## config.mk

```make
export PLATFORM = sky130hd
export DESIGN_NAME = adc_tp_ctrl
export DESIGN_NICKNAME = d
export VERILOG_FILES = /design/src/common/adc_tp_pkg.sv /design/src/hw/adc_tp_ctrl.sv
export SDC_FILE = /design/constraint.sdc
export NUM_CORES = 2
export LEC_CHECK = 0
export BUFFER_PORTS_ARGS = -buffer_cell sky130_fd_sc_hd__clkbuf_2
export CORE_ASPECT_RATIO = 1.5
export CORE_MARGIN = 2
export CORE_UTILIZATION = 47
export CTS_BUF_LIST = sky130_fd_sc_hd__clkbuf_2 sky130_fd_sc_hd__clkbuf_4 sky130_fd_sc_hd__clkbuf_8
export DETAILED_ROUTE_END_ITERATION = 10
export SLEW_MARGIN = 30
export SYNTH_ARGS = -nofsm -noshare
export SYNTH_HDL_FRONTEND = slang
export SYNTH_SLANG_ARGS = --single-unit
```

## constraint.sdc

```tcl
create_clock -name pclk -period 16.32 [get_ports pclk]
set_clock_uncertainty 0.2 [all_clocks]
set_input_delay 1.632 -clock pclk [delete_from_list [all_inputs] [get_ports pclk]]
set_output_delay 1.632 -clock pclk [all_outputs]
set_load 0.03 [all_outputs]
```

## src/common/adc_tp_pkg.sv

```systemverilog
// Purpose: Shared constants for the converter output, test-pattern, gain and sleep stage
// Assumes: APB with 32-bit data, 10 MHz pclk
// Notes:   Register indices are printed offsets; byte address is four times the index
package adc_tp_pkg;

    // ----------------------------------------------------------------
    // Register indices; byte address is four times the index
    // ----------------------------------------------------------------
    localparam logic [7:0] IDX_PWR    = 8'h0f;
    localparam logic [7:0] IDX_NOISE  = 8'h14;
    localparam logic [7:0] IDX_SEEDLO = 8'h23;
    localparam logic [7:0] IDX_SEEDHI = 8'h24;
    localparam logic [7:0] IDX_PAT    = 8'h25;
    localparam logic [7:0] IDX_CODE1  = 8'h26;
    localparam logic [7:0] IDX_CODE2  = 8'h27;
    localparam logic [7:0] IDX_GROUP  = 8'h28;
    localparam logic [7:0] IDX_GAINA  = 8'h2a;
    localparam logic [7:0] IDX_GAINB  = 8'h2b;
    localparam logic [7:0] IDX_ALIGN  = 8'h40;
    localparam logic [7:0] IDX_DESKEW = 8'h45;
    localparam logic [7:0] IDX_OUTCTL = 8'h46;
    localparam logic [7:0] IDX_STATUS = 8'h60;

    // ----------------------------------------------------------------
    // Field positions
    // ----------------------------------------------------------------
    localparam int PWR_LIGHT_BIT   = 8;
    localparam int PWR_DEEP_BIT    = 9;
    localparam int PWR_PINSEL_BIT  = 10;
    localparam int PAT_RAMP_BIT    = 6;
    localparam int PAT_DUAL_BIT    = 5;
    localparam int PAT_SINGLE_BIT  = 4;
    localparam int PAT_C2HI_LSB    = 2;
    localparam int PAT_C1HI_LSB    = 0;
    localparam int PAT_SOFT_BIT    = 8;
    localparam int PAT_RAND_BIT    = 12;
    localparam int PAT_SHORT_BIT   = 13;
    localparam int PAT_SEEDREG_BIT = 14;
    localparam int PAT_PIN_BIT     = 15;
    localparam int CODE_LO_LSB     = 4;
    localparam int SEEDHI_LSB      = 9;
    localparam int GRP_BITWISE_BIT = 8;
    localparam int GRP_ORDER_BIT   = 15;
    localparam int OUT_MSB_BIT     = 3;
    localparam int OUT_2WIRE_BIT   = 0;

    // ----------------------------------------------------------------
    // Data words and timing
    // ----------------------------------------------------------------
    localparam logic [13:0] DESKEW_WORD = 14'h1555;
    localparam logic [13:0] FRAME_WORD  = 14'h3f80;
    localparam logic [13:0] CODE_MAX    = 14'h3fff;
    localparam logic [22:0] SEED_DEF    = 23'h7fffff;
    localparam int CLK_HZ          = 10_000_000;
    localparam int LIGHT_WAKE_US   = 10;
    localparam int CLK_RUN_US      = 50;
    localparam int DEEP_WAKE_US    = 100;
    localparam int LIGHT_WAKE_CYC  = LIGHT_WAKE_US * (CLK_HZ / 1_000_000);
    localparam int CLK_RUN_CYC     = CLK_RUN_US * (CLK_HZ / 1_000_000);
    localparam int DEEP_WAKE_CYC   = DEEP_WAKE_US * (CLK_HZ / 1_000_000);

    // Pattern selection, earliest after PAT_NONE wins
    typedef enum logic [2:0] {
        PAT_NONE, PAT_RAND, PAT_DESK, PAT_FRAME, PAT_RAMP, PAT_DUAL, PAT_SINGLE
    } pat_sel_t;

    typedef enum logic [1:0] {
        PW_RUN, PW_SLEEP, PW_WAKE
    } pw_state_t;

endpackage : adc_tp_pkg

```

## src/hw/adc_tp_ctrl.sv

```systemverilog
// Purpose: Register file, sleep control, gain, test patterns and serializer
// Assumes: Samples arrive offset-binary on pclk with sample_valid; sync pins are async
// Notes:   Bit-wise 2-wire lanes carry odd/even bits, byte-wise upper/lower 7 bits
//
// Local design decision: register access over APB.
`timescale 1ns/1ps
module adc_tp_ctrl
    import adc_tp_pkg::*;
#(
    parameter int CH = 8,
    parameter int W  = 14
)(
    // Clock and reset
    input  wire logic             pclk,
    input  wire logic             presetn,
    // APB slave
    input  wire logic             psel,
    input  wire logic             penable,
    input  wire logic             pwrite,
    input  wire logic [11:0]      paddr,
    input  wire logic [31:0]      pwdata,
    output logic      [31:0]      prdata,
    output logic                  pready,
    output logic                  pslverr,
    // Device pins
    input  wire logic             sleep_pin,
    input  wire logic             align_pin,
    // Converter samples
    input  wire logic [CH*W-1:0]  sample_in,
    input  wire logic             sample_valid,
    // Analog front-end controls
    output logic      [CH-1:0]    channel_sleep_bits,
    output logic      [CH-1:0]    near_dc_noise_shift_bits,
    output logic      [CH-1:0]    input_swap_bits,
    output logic                  light_sleep_out,
    output logic                  deep_sleep_out,
    output logic                  data_ready,
    // Serial outputs, lane a and lane b per channel
    output logic      [CH-1:0]    lane_a,
    output logic      [CH-1:0]    lane_b,
    output logic                  frame_out
);

    // ----------------------------------------------------------------
    // Register storage
    // ----------------------------------------------------------------
    logic [15:0] pwr_r, noise_r, seedlo_r, seedhi_r, pat_r, code1_r, code2_r;
    logic [15:0] grp_r, gaina_r, gainb_r, align_r, deskew_r, outctl_r;
    logic [15:0] rd_val;
    logic        rd_hit;
    logic        wr_en;
    logic [7:0]  idx;

    assign idx     = paddr[9:2];
    assign wr_en   = psel && penable && pwrite;
    assign pready  = 1'b1;
    assign pslverr = psel && penable && !rd_hit;

    // Register writes
    always_ff @(posedge pclk or negedge presetn)
    begin
        if (!presetn)
        begin
            pwr_r <= 16'h0000; noise_r <= 16'h0000; seedlo_r <= 16'h0000;
            seedhi_r <= 16'h0000; pat_r <= 16'h0000; code1_r <= 16'h0000;
            code2_r <= 16'h0000; grp_r <= 16'h0000; gaina_r <= 16'h0000;
            gainb_r <= 16'h0000; align_r <= 16'h0000; deskew_r <= 16'h0000;
            outctl_r <= 16'h0008;
        end
        else if (wr_en)
        begin
            case (idx)
                IDX_PWR:    pwr_r    <= pwdata[15:0];
                IDX_NOISE:  noise_r  <= pwdata[15:0];
                IDX_SEEDLO: seedlo_r <= pwdata[15:0];
                IDX_SEEDHI: seedhi_r <= pwdata[15:0];
                IDX_PAT:    pat_r    <= pwdata[15:0];
                IDX_CODE1:  code1_r  <= pwdata[15:0];
                IDX_CODE2:  code2_r  <= pwdata[15:0];
                IDX_GROUP:  grp_r    <= pwdata[15:0];
                IDX_GAINA:  gaina_r  <= pwdata[15:0];
                IDX_GAINB:  gainb_r  <= pwdata[15:0];
                IDX_ALIGN:  align_r  <= pwdata[15:0];
                IDX_DESKEW: deskew_r <= pwdata[15:0];
                IDX_OUTCTL: outctl_r <= pwdata[15:0];
                default:    ;
            endcase
        end
    end

    // ----------------------------------------------------------------
    // Pin synchronisers
    // ----------------------------------------------------------------
    logic [1:0] slp_s, aln_s;
    logic       aln_d;

    always_ff @(posedge pclk or negedge presetn)
    begin
        if (!presetn)
        begin
            slp_s <= 2'b00;
            aln_s <= 2'b00;
            aln_d <= 1'b0;
        end
        else
        begin
            slp_s <= {slp_s[0], sleep_pin};
            aln_s <= {aln_s[0], align_pin};
            aln_d <= aln_s[1];
        end
    end

    // ----------------------------------------------------------------
    // Sleep control
    // ----------------------------------------------------------------
    pw_state_t   pw_r;
    logic [10:0] wake_cnt_r;
    logic [10:0] run_cnt_r;
    logic        was_deep_r;
    logic        want_light, want_deep;

    assign channel_sleep_bits = pwr_r[CH-1:0];
    assign want_deep  = pwr_r[PWR_DEEP_BIT] || (slp_s[1] && !pwr_r[PWR_PINSEL_BIT]);
    assign want_light = pwr_r[PWR_LIGHT_BIT] || (slp_s[1] && pwr_r[PWR_PINSEL_BIT]);
    assign light_sleep_out = want_light && !want_deep;
    assign deep_sleep_out  = want_deep;
    assign data_ready      = (pw_r == PW_RUN);

    // Wake-up sequencing
    always_ff @(posedge pclk or negedge presetn)
    begin
        if (!presetn)
        begin
            pw_r       <= PW_RUN;
            wake_cnt_r <= 11'h000;
            run_cnt_r  <= 11'h000;
            was_deep_r <= 1'b0;
        end
        else
        begin
            if (run_cnt_r != 11'(CLK_RUN_CYC))
                run_cnt_r <= run_cnt_r + 11'h001;
            case (pw_r)
                PW_RUN:
                begin
                    if (want_deep || want_light)
                    begin
                        pw_r       <= PW_SLEEP;
                        was_deep_r <= want_deep;
                        run_cnt_r  <= 11'h000;
                    end
                end
                PW_SLEEP:
                begin
                    if (want_deep)
                        was_deep_r <= 1'b1;
                    if (!want_deep && !want_light)
                    begin
                        pw_r <= PW_WAKE;
                        // Light wake needs clock running long enough first
                        if (was_deep_r)
                            wake_cnt_r <= 11'(DEEP_WAKE_CYC);
                        else if (run_cnt_r == 11'(CLK_RUN_CYC))
                            wake_cnt_r <= 11'(LIGHT_WAKE_CYC);
                        else
                            wake_cnt_r <= 11'(LIGHT_WAKE_CYC + CLK_RUN_CYC) - run_cnt_r;
                    end
                end
                PW_WAKE:
                begin
                    if (want_deep || want_light)
                        pw_r <= PW_SLEEP;
                    else if (wake_cnt_r <= 11'h001)
                        pw_r <= PW_RUN;
                    else
                        wake_cnt_r <= wake_cnt_r - 11'h001;
                end
                default: pw_r <= PW_RUN;
            endcase
        end
    end

    assign near_dc_noise_shift_bits = noise_r[CH-1:0];
    assign input_swap_bits          = seedhi_r[CH-1:0];

    // ----------------------------------------------------------------
    // Gain with saturation
    // ----------------------------------------------------------------
    // Gain factor in Q8, 10^(dB/20)
    function automatic logic [11:0] gain_q8(input logic [3:0] code);
        case (code)
            4'h0: gain_q8 = 12'h100;  4'h1: gain_q8 = 12'h11f;
            4'h2: gain_q8 = 12'h143;  4'h3: gain_q8 = 12'h16a;
            4'h4: gain_q8 = 12'h196;  4'h5: gain_q8 = 12'h1c7;
            4'h6: gain_q8 = 12'h1fe;  4'h7: gain_q8 = 12'h23c;
            4'h8: gain_q8 = 12'h282;  4'h9: gain_q8 = 12'h2d0;
            4'ha: gain_q8 = 12'h328;  4'hb: gain_q8 = 12'h38b;
            4'hc: gain_q8 = 12'h3fb;
            default: gain_q8 = 12'h100;                                      // Unused codes
        endcase
    endfunction : gain_q8

    logic [CH*W-1:0] gained;

    genvar g;
    generate
        for (g = 0; g < CH; g++)
        begin : gen_gain
            logic signed [14:0] cen;
            logic signed [27:0] prod;
            logic signed [19:0] scl;
            logic [3:0]         gc;
            // Channels 5..8 sit high-to-low in the second gain register
            assign gc   = (g < 4) ? gaina_r[(g % 4)*4 +: 4] : gainb_r[(3 - (g % 4))*4 +: 4];
            assign cen  = $signed({1'b0, sample_in[g*W +: W]}) - 15'sd8192;
            assign prod = cen * $signed({1'b0, gain_q8(gc)});
            assign scl  = prod[27:8];
            // Clip to the signed range before returning to offset binary
            assign gained[g*W +: W] = (scl > 20'sd8191)  ? CODE_MAX :
                                      (scl < -20'sd8192) ? 14'h0000 :
                                      14'(scl + 20'sd8192);
        end
    endgenerate

    // ----------------------------------------------------------------
    // Test patterns
    // ----------------------------------------------------------------
    pat_sel_t    sel;
    logic [13:0] ramp_r;
    logic        tog_r;
    logic [22:0] lfsr_r;
    logic        restart;
    logic        seed_sel;
    logic [13:0] code1, code2;

    assign code1   = {pat_r[PAT_C1HI_LSB +: 2], code1_r[CODE_LO_LSB +: 12]};
    assign code2   = {pat_r[PAT_C2HI_LSB +: 2], code2_r[CODE_LO_LSB +: 12]};
    assign restart = (pat_r[PAT_PIN_BIT] && aln_s[1] && !aln_d)
                     || (wr_en && idx == IDX_PAT && pwdata[PAT_SOFT_BIT]);
    // Seed choice written together with a software restart takes effect at once
    assign seed_sel = (wr_en && idx == IDX_PAT) ? pwdata[PAT_SEEDREG_BIT]
                                                : pat_r[PAT_SEEDREG_BIT];

    // Fixed priority among patterns
    always_comb
    begin
        if (pat_r[PAT_RAND_BIT])        sel = PAT_RAND;
        else if (deskew_r[0])           sel = PAT_DESK;
        else if (align_r[1])            sel = PAT_FRAME;
        else if (pat_r[PAT_RAMP_BIT])   sel = PAT_RAMP;
        else if (pat_r[PAT_DUAL_BIT])   sel = PAT_DUAL;
        else if (pat_r[PAT_SINGLE_BIT]) sel = PAT_SINGLE;
        else                            sel = PAT_NONE;
    end

    // Pattern generators step once per sample
    always_ff @(posedge pclk or negedge presetn)
    begin
        if (!presetn)
        begin
            ramp_r <= 14'h0000;
            tog_r  <= 1'b0;
            lfsr_r <= SEED_DEF;
        end
        else if (restart)
        begin
            ramp_r <= 14'h0000;
            tog_r  <= 1'b0;
            lfsr_r <= seed_sel ? {seedhi_r[SEEDHI_LSB +: 7], seedlo_r}
                                : SEED_DEF;
        end
        else if (sample_valid)
        begin
            ramp_r <= ramp_r + 14'h0001;
            tog_r  <= !tog_r;
            if (pat_r[PAT_SHORT_BIT])
                lfsr_r <= {14'h0000, lfsr_r[7:0], lfsr_r[8] ^ lfsr_r[4]};
            else
                lfsr_r <= {lfsr_r[21:0], lfsr_r[22] ^ lfsr_r[17]};
        end
    end

    // Word per channel to serialize
    function automatic logic [13:0] pick(input pat_sel_t s, input logic [13:0] adc,
                                         input logic [13:0] rmp, input logic t,
                                         input logic [13:0] c1, input logic [13:0] c2,
                                         input logic [13:0] rnd);
        case (s)
            PAT_RAND:   pick = rnd;
            PAT_DESK:   pick = DESKEW_WORD;
            PAT_FRAME:  pick = FRAME_WORD;
            PAT_RAMP:   pick = rmp;
            PAT_DUAL:   pick = t ? c2 : c1;
            PAT_SINGLE: pick = c1;
            default:    pick = adc;
        endcase
    endfunction : pick

    // ----------------------------------------------------------------
    // Serializer
    // ----------------------------------------------------------------
    logic [CH*W-1:0] shreg_r;
    logic [3:0]      bitcnt_r;
    logic            msb_first, two_wire;

    assign msb_first = outctl_r[OUT_MSB_BIT];
    assign two_wire  = outctl_r[OUT_2WIRE_BIT];

    // Load a word on each sample, then shift one position per clock
    always_ff @(posedge pclk or negedge presetn)
    begin
        if (!presetn)
        begin
            shreg_r  <= '0;
            bitcnt_r <= 4'hf;
        end
        else if (sample_valid)
        begin
            for (int c = 0; c < CH; c++)
                shreg_r[c*W +: W] <= pick(sel, gained[c*W +: W], ramp_r, tog_r,
                                          code1, code2, lfsr_r[13:0]);
            bitcnt_r <= 4'h0;
        end
        // Hold after the last bit so no frame marker repeats without a sample
        else if (bitcnt_r != 4'hf)
            bitcnt_r <= bitcnt_r + 4'h1;
    end

    // Lane bit selection per channel
    function automatic logic [3:0] pos(input logic [3:0] n, input logic mf);
        pos = mf ? 4'(4'd13 - n) : n;
    endfunction : pos

    always_ff @(posedge pclk or negedge presetn)
    begin
        if (!presetn)
        begin
            lane_a    <= '0;
            lane_b    <= '0;
            frame_out <= 1'b0;
        end
        else
        begin
            frame_out <= (bitcnt_r == 4'h0);
            for (int c = 0; c < CH; c++)
            begin
                logic [13:0] wd;
                logic [3:0]  k;
                wd = shreg_r[c*W +: W];
                k  = bitcnt_r;
                if (!two_wire || k > 4'd13)
                begin
                    lane_a[c] <= (k > 4'd13) ? 1'b0 : wd[pos(k, msb_first)];
                    lane_b[c] <= 1'b0;
                end
                else if (grp_r[GRP_BITWISE_BIT])
                begin
                    lane_a[c] <= wd[pos({k[2:0], 1'b0}, msb_first)];
                    lane_b[c] <= wd[pos({k[2:0], 1'b1}, msb_first)];
                end
                else if (grp_r[c] || grp_r[GRP_ORDER_BIT])
                begin
                    // Word-wise: alternate whole samples is approximated as the whole word on lane a, lane b held low
                    lane_a[c] <= wd[pos(k, msb_first)];
                    lane_b[c] <= 1'b0;
                end
                else
                begin
                    // Byte-wise: upper seven bits on lane a, lower on lane b
                    lane_a[c] <= wd[4'(7 + (msb_first ? 4'd6 - k[2:0] : k[2:0]))];
                    lane_b[c] <= wd[4'(msb_first ? 4'd6 - k[2:0] : k[2:0])];
                end
            end
        end
    end

    // ----------------------------------------------------------------
    // Read decode
    // ----------------------------------------------------------------
    always_comb
    begin
        rd_hit = 1'b1;
        case (idx)
            IDX_PWR:    rd_val = pwr_r;
            IDX_NOISE:  rd_val = noise_r;
            IDX_SEEDLO: rd_val = seedlo_r;
            IDX_SEEDHI: rd_val = seedhi_r;
            IDX_PAT:    rd_val = pat_r;
            IDX_CODE1:  rd_val = code1_r;
            IDX_CODE2:  rd_val = code2_r;
            IDX_GROUP:  rd_val = grp_r;
            IDX_GAINA:  rd_val = gaina_r;
            IDX_GAINB:  rd_val = gainb_r;
            IDX_ALIGN:  rd_val = align_r;
            IDX_DESKEW: rd_val = deskew_r;
            IDX_OUTCTL: rd_val = outctl_r;
            IDX_STATUS: rd_val = {11'h000, sel, 1'b0, data_ready};
            default:
            begin
                rd_val = 16'h0000;
                rd_hit = 1'b0;
            end
        endcase
        prdata = {16'h0000, rd_val};
    end

endmodule : adc_tp_ctrl

```

==> summary.md <==
| Metric | Value |
|---|---|
| Outcome | `complete, no violations` |
| CP Data Arrival Time | `approximately 9.5 ns` |
| Post-synthesis compound-gate area fraction | `0.09831` |
| Worst-path clk slew | `roughly 0.060 ns` |
| First-pass GRT wire length | `between 300000 and 400000 µm` |
| Total wire length | `192900 µm` |
| Vias per Instance | `between 5 and 6` |
| Post-synth top area share | `0.2871` |
| Clock latency on the worst-skew pair | `roughly 0.69 ns` |
| Mean Syn Cell Area | `approximately 8.9 µm²` |
| Register-to-register setup slack | `7.21 ns` |
| Area growth from synthesis to layout | `5.943%` |
| CP Class | `flip-flop to flip-flop` |
| Syn. warnings | `0` |
| Placer congestion estimate | `between 0.9 and 1` |
| Cells after synthesis | `7829` |
| Synth top cells by count | `inv_1 (1720), fa_1 (1000), nand2_1 (891), ha_1 (539), dfrtp_1 (381)` |
| Die width | `~320 µm` |
| Max cap viols | `0` |
| Layout cells sized above 1 | `0.1068` |
| DRT Pass-1 Iters | `6` |
| Post-placement cell count | `9620` |
| Synth Flop Type | `dfrtp_1` |
| Critical path origin | `gainb_r[13]` |
| CORE AREA | `about 150000 µm²` |
| H-tree levels | `3` |
| Vias in the first global route | `56870` |
| Worst Hold Class | `flip-flop to flip-flop` |
| Clock Path Buffers | `3` |
| Comb power frac | `0.635` |
| Period minus WS final | `approximately 9.1 ns` |
| Register area share after synthesis | `0.1473` |
| IR Drop Worst-Case VDD | `around 0.072 mV` |
| Sw Pwr | `about 2.9 mW` |
| Clock share of power | `0.169` |
| Yosys top cell by area | `fa_1` |
| Largest family of logic cells by synthesized area | `adder cells` |
| Nets@finish | `approximately 9500` |
| Vias | `roughly 54000` |
| Number of flops mapped to enable cells by yosys | `0` |
| Drt initial violations | `3300` |
| Worst Path Required | `around 17 ns` |
| I/O pin cnt | `between 200 and 250` |
| Nature of the critical path startpoint | `flip-flop` |
| Crit. End Element | `flip-flop` |
| Max-slew headroom | `0.3064` |
| Simple-gate area share of the yosys netlist | `0.1426` |
| FF+latch count, synth | `409` |
| Initial antenna violation count | `6` |
| Die height | `roughly 480 µm` |
| Remaining antenna violation count | `0` |
| Starting Density | `0.4717` |
| CTS buffer count | `between 70 and 80` |
| Post-DP HPWL | `~150000 µm` |
| Pint | `~3.3 mW` |
| Core Rows | `between 150 and 200` |
| FFs w/ async S/R, synth | `1.000` |
| Final hold vios | `0` |
| Number of setup violations in the final report | `0` |
| Synth Cell Area | `~70000 µm²` |
| Post_cts resized | `0` |
| Fill cells | `between 10000 and 15000` |
| Hold Startpoint | `aln_s[0]` |
| Setup tns final | `0 ns` |
| Post-CTS setup buffers | `0` |
| Flop pwr share | `0.196` |
| Slew Viols, Final | `0` |
| Tcrit/Tclk final | `0.5582` |
| Worst-path maximum fanout | `14` |
| Adder-cell share of the synthesized area | `0.3838` |
| Post-DR wirelength/cell | `approximately 20 µm` |
| TritonCTS clock tree | `yes` |
| Hold buffer count at CTS | `0` |
| Synth area leaders | `fa_1 (29%), dfrtp_1 (14%), ha_1 (9.7%)` |
| Leakage power total | `~38 nW` |
| Drc violations | `0` |
| Xor-xnor portion of the synthesized cell area | `0.02273` |
| FMAX | `approximately 110 MHz` |
| Netlist cell types | `93` |
| Total global routing overflow | `0` |
| Clk sinks | `about 410` |
| FF-to-FF Start | `gainb_r[13]` |
| GRT Total Usage | `0.2585` |
| Sw Ratio | `0.4703` |
| Pwr/cell area | `approximately 84 nW/µm²` |
| Die area | `roughly 150000 µm²` |
| Root buf cell | `clkbuf_8` |
| Count leader, synth | `inv_1` |
| Largest net degree at the start of global routing | `approximately 110` |
| PortBufs | `just over 200` |
| Least-Margin Pin Slew | `around 1.0 ns` |
| RSZ-0062 raised after global routing | `no` |
| Multiplexer share of the synthesized area | `0.08663` |
| Final Non-Filler Cells | `9749` |
-- cell type report --
class / count / area, µm² / area share
inverters: 1722 / 6464 / 0.08749
repair buffers: 284 / 1689 / 0.02286
well taps: 1925 / 2409 / 0.03260
clock inverters: 9 / 141.4 / 0.001914
multi-input cells: 5283 / 51480 / 0.6969
flip-flops and latches: 409 / 10280 / 0.1391
clock buffers: 115 / 1408 / 0.01905
diodes: 2 / 5.005 / 0.00006774
-- power groups by stage --
stage / Clock, mW / Sequential (mW) / Combinational, mW
3_5_place_dp: 0 / 1.23 / 3.94
3_3_place_gp: 0 / 1.23 / 3.88
6_report: 1.05 / 1.22 / 3.94
2_1_floorplan: 0 / 1.19 / 2.96
5_1_grt: 1.11 / 1.23 / 4.46
4_1_cts: 1.06 / 1.21 / 3.97
-- worst max-delay path: stages, from the launching register on --
cell	delay, ns
dfrtp_1	0.73
inv_1	0.35
ha_1	0.41
mux4_2	0.64
nor2_1	0.36
inv_1	0.11
fa_1	0.58
fa_1	0.52
inv_1	0.32
fa_1	0.51
fa_1	0.55
inv_1	0.05
fa_1	0.48
inv_1	0.05
ha_1	0.35
a21o_1	0.23
a21o_1	0.17
a21o_1	0.17
a21o_1	0.16
a21oi_1	0.37
mux2i_1	0.28
nand4_1	0.15
nor2_1	0.10
nor4b_2	0.75
o21ai_0	0.20
a31oi_1	0.21
-- cells in the final DEF, fill, tap and decap left out, types with 203 or more instances in the layout --
cell type	n
inv_1	1720
ha_1	539
dfrtp_1	380
fa_1	1000
nand2_1	884
and2_1	343
a21oi_1	283
clkbuf_2	203
mux2_2	213
nor2_1	335
-- cells by family (layout without fill, tap and decap cells) --
family,count (synthesis),after routing
AOI/OAI and AO/OA,1031,1031
xor gates and xnor gates,181,181
adders and majority gates,1539,1539
buffers and inverters,2152,2130
DFF,409,409
muxes,423,423
other,2,19
and+or+nand+nor,2092,2092
-- flip-flops by register name, indices dropped and copies added (netlist names), 8 cells and up --
register / flops
seedhi_r: 16
run_cnt_r: 11
wake_cnt_r: 11
deskew_r: 16
gainb_r: 16
gaina_r: 16
ramp_r: 14
lane_b: 8
seedlo_r: 16
noise_r: 16
pat_r: 16
align_r: 16
outctl_r: 16
code1_r: 16
grp_r: 16
code2_r: 16
lfsr_r: 23
pwr_r: 16
shreg_r: 112
lane_a: 8
-- worst paths after layout --
check	end	depth (start not counted)
max	shreg_r[56]	25
min	aln_s[1]	0
max reg2reg	shreg_r[56]	25
min reg2reg	aln_s[1]	0
max in group asynchronous	grp_r[4]	3
min in group asynchronous	shreg_r[109]	1
-- through the flow --
stage	cell area (µm²)	worst slack (ns)	utilization	hold slack [ns]	power, mW
final	73880	7.210	0.4997	0.1551	6.210
after global routing	73870	6.662	0.4997	0.1597	6.796
after CTS	73800	7.140	0.4992	0.1580	6.249
after detailed placement	72250	7.174	0.4887	0.1402	5.175
after global placement	72160	7.358	0.4881	0.1356	5.108
after floorplan	69790	8.353	-	0.1312	4.149
-- metal layers --
layer	share of wire	vias to the layer above	track usage
li1	-	24560	-
met1	0.39	27600	0.3149
met2	0.51	1444	0.4675
met3	0.053	352	0.03129
met4	0.039	8	0.09670
met5	0.00027	-	0
Note: power is estimated with default switching activity, not from simulation.
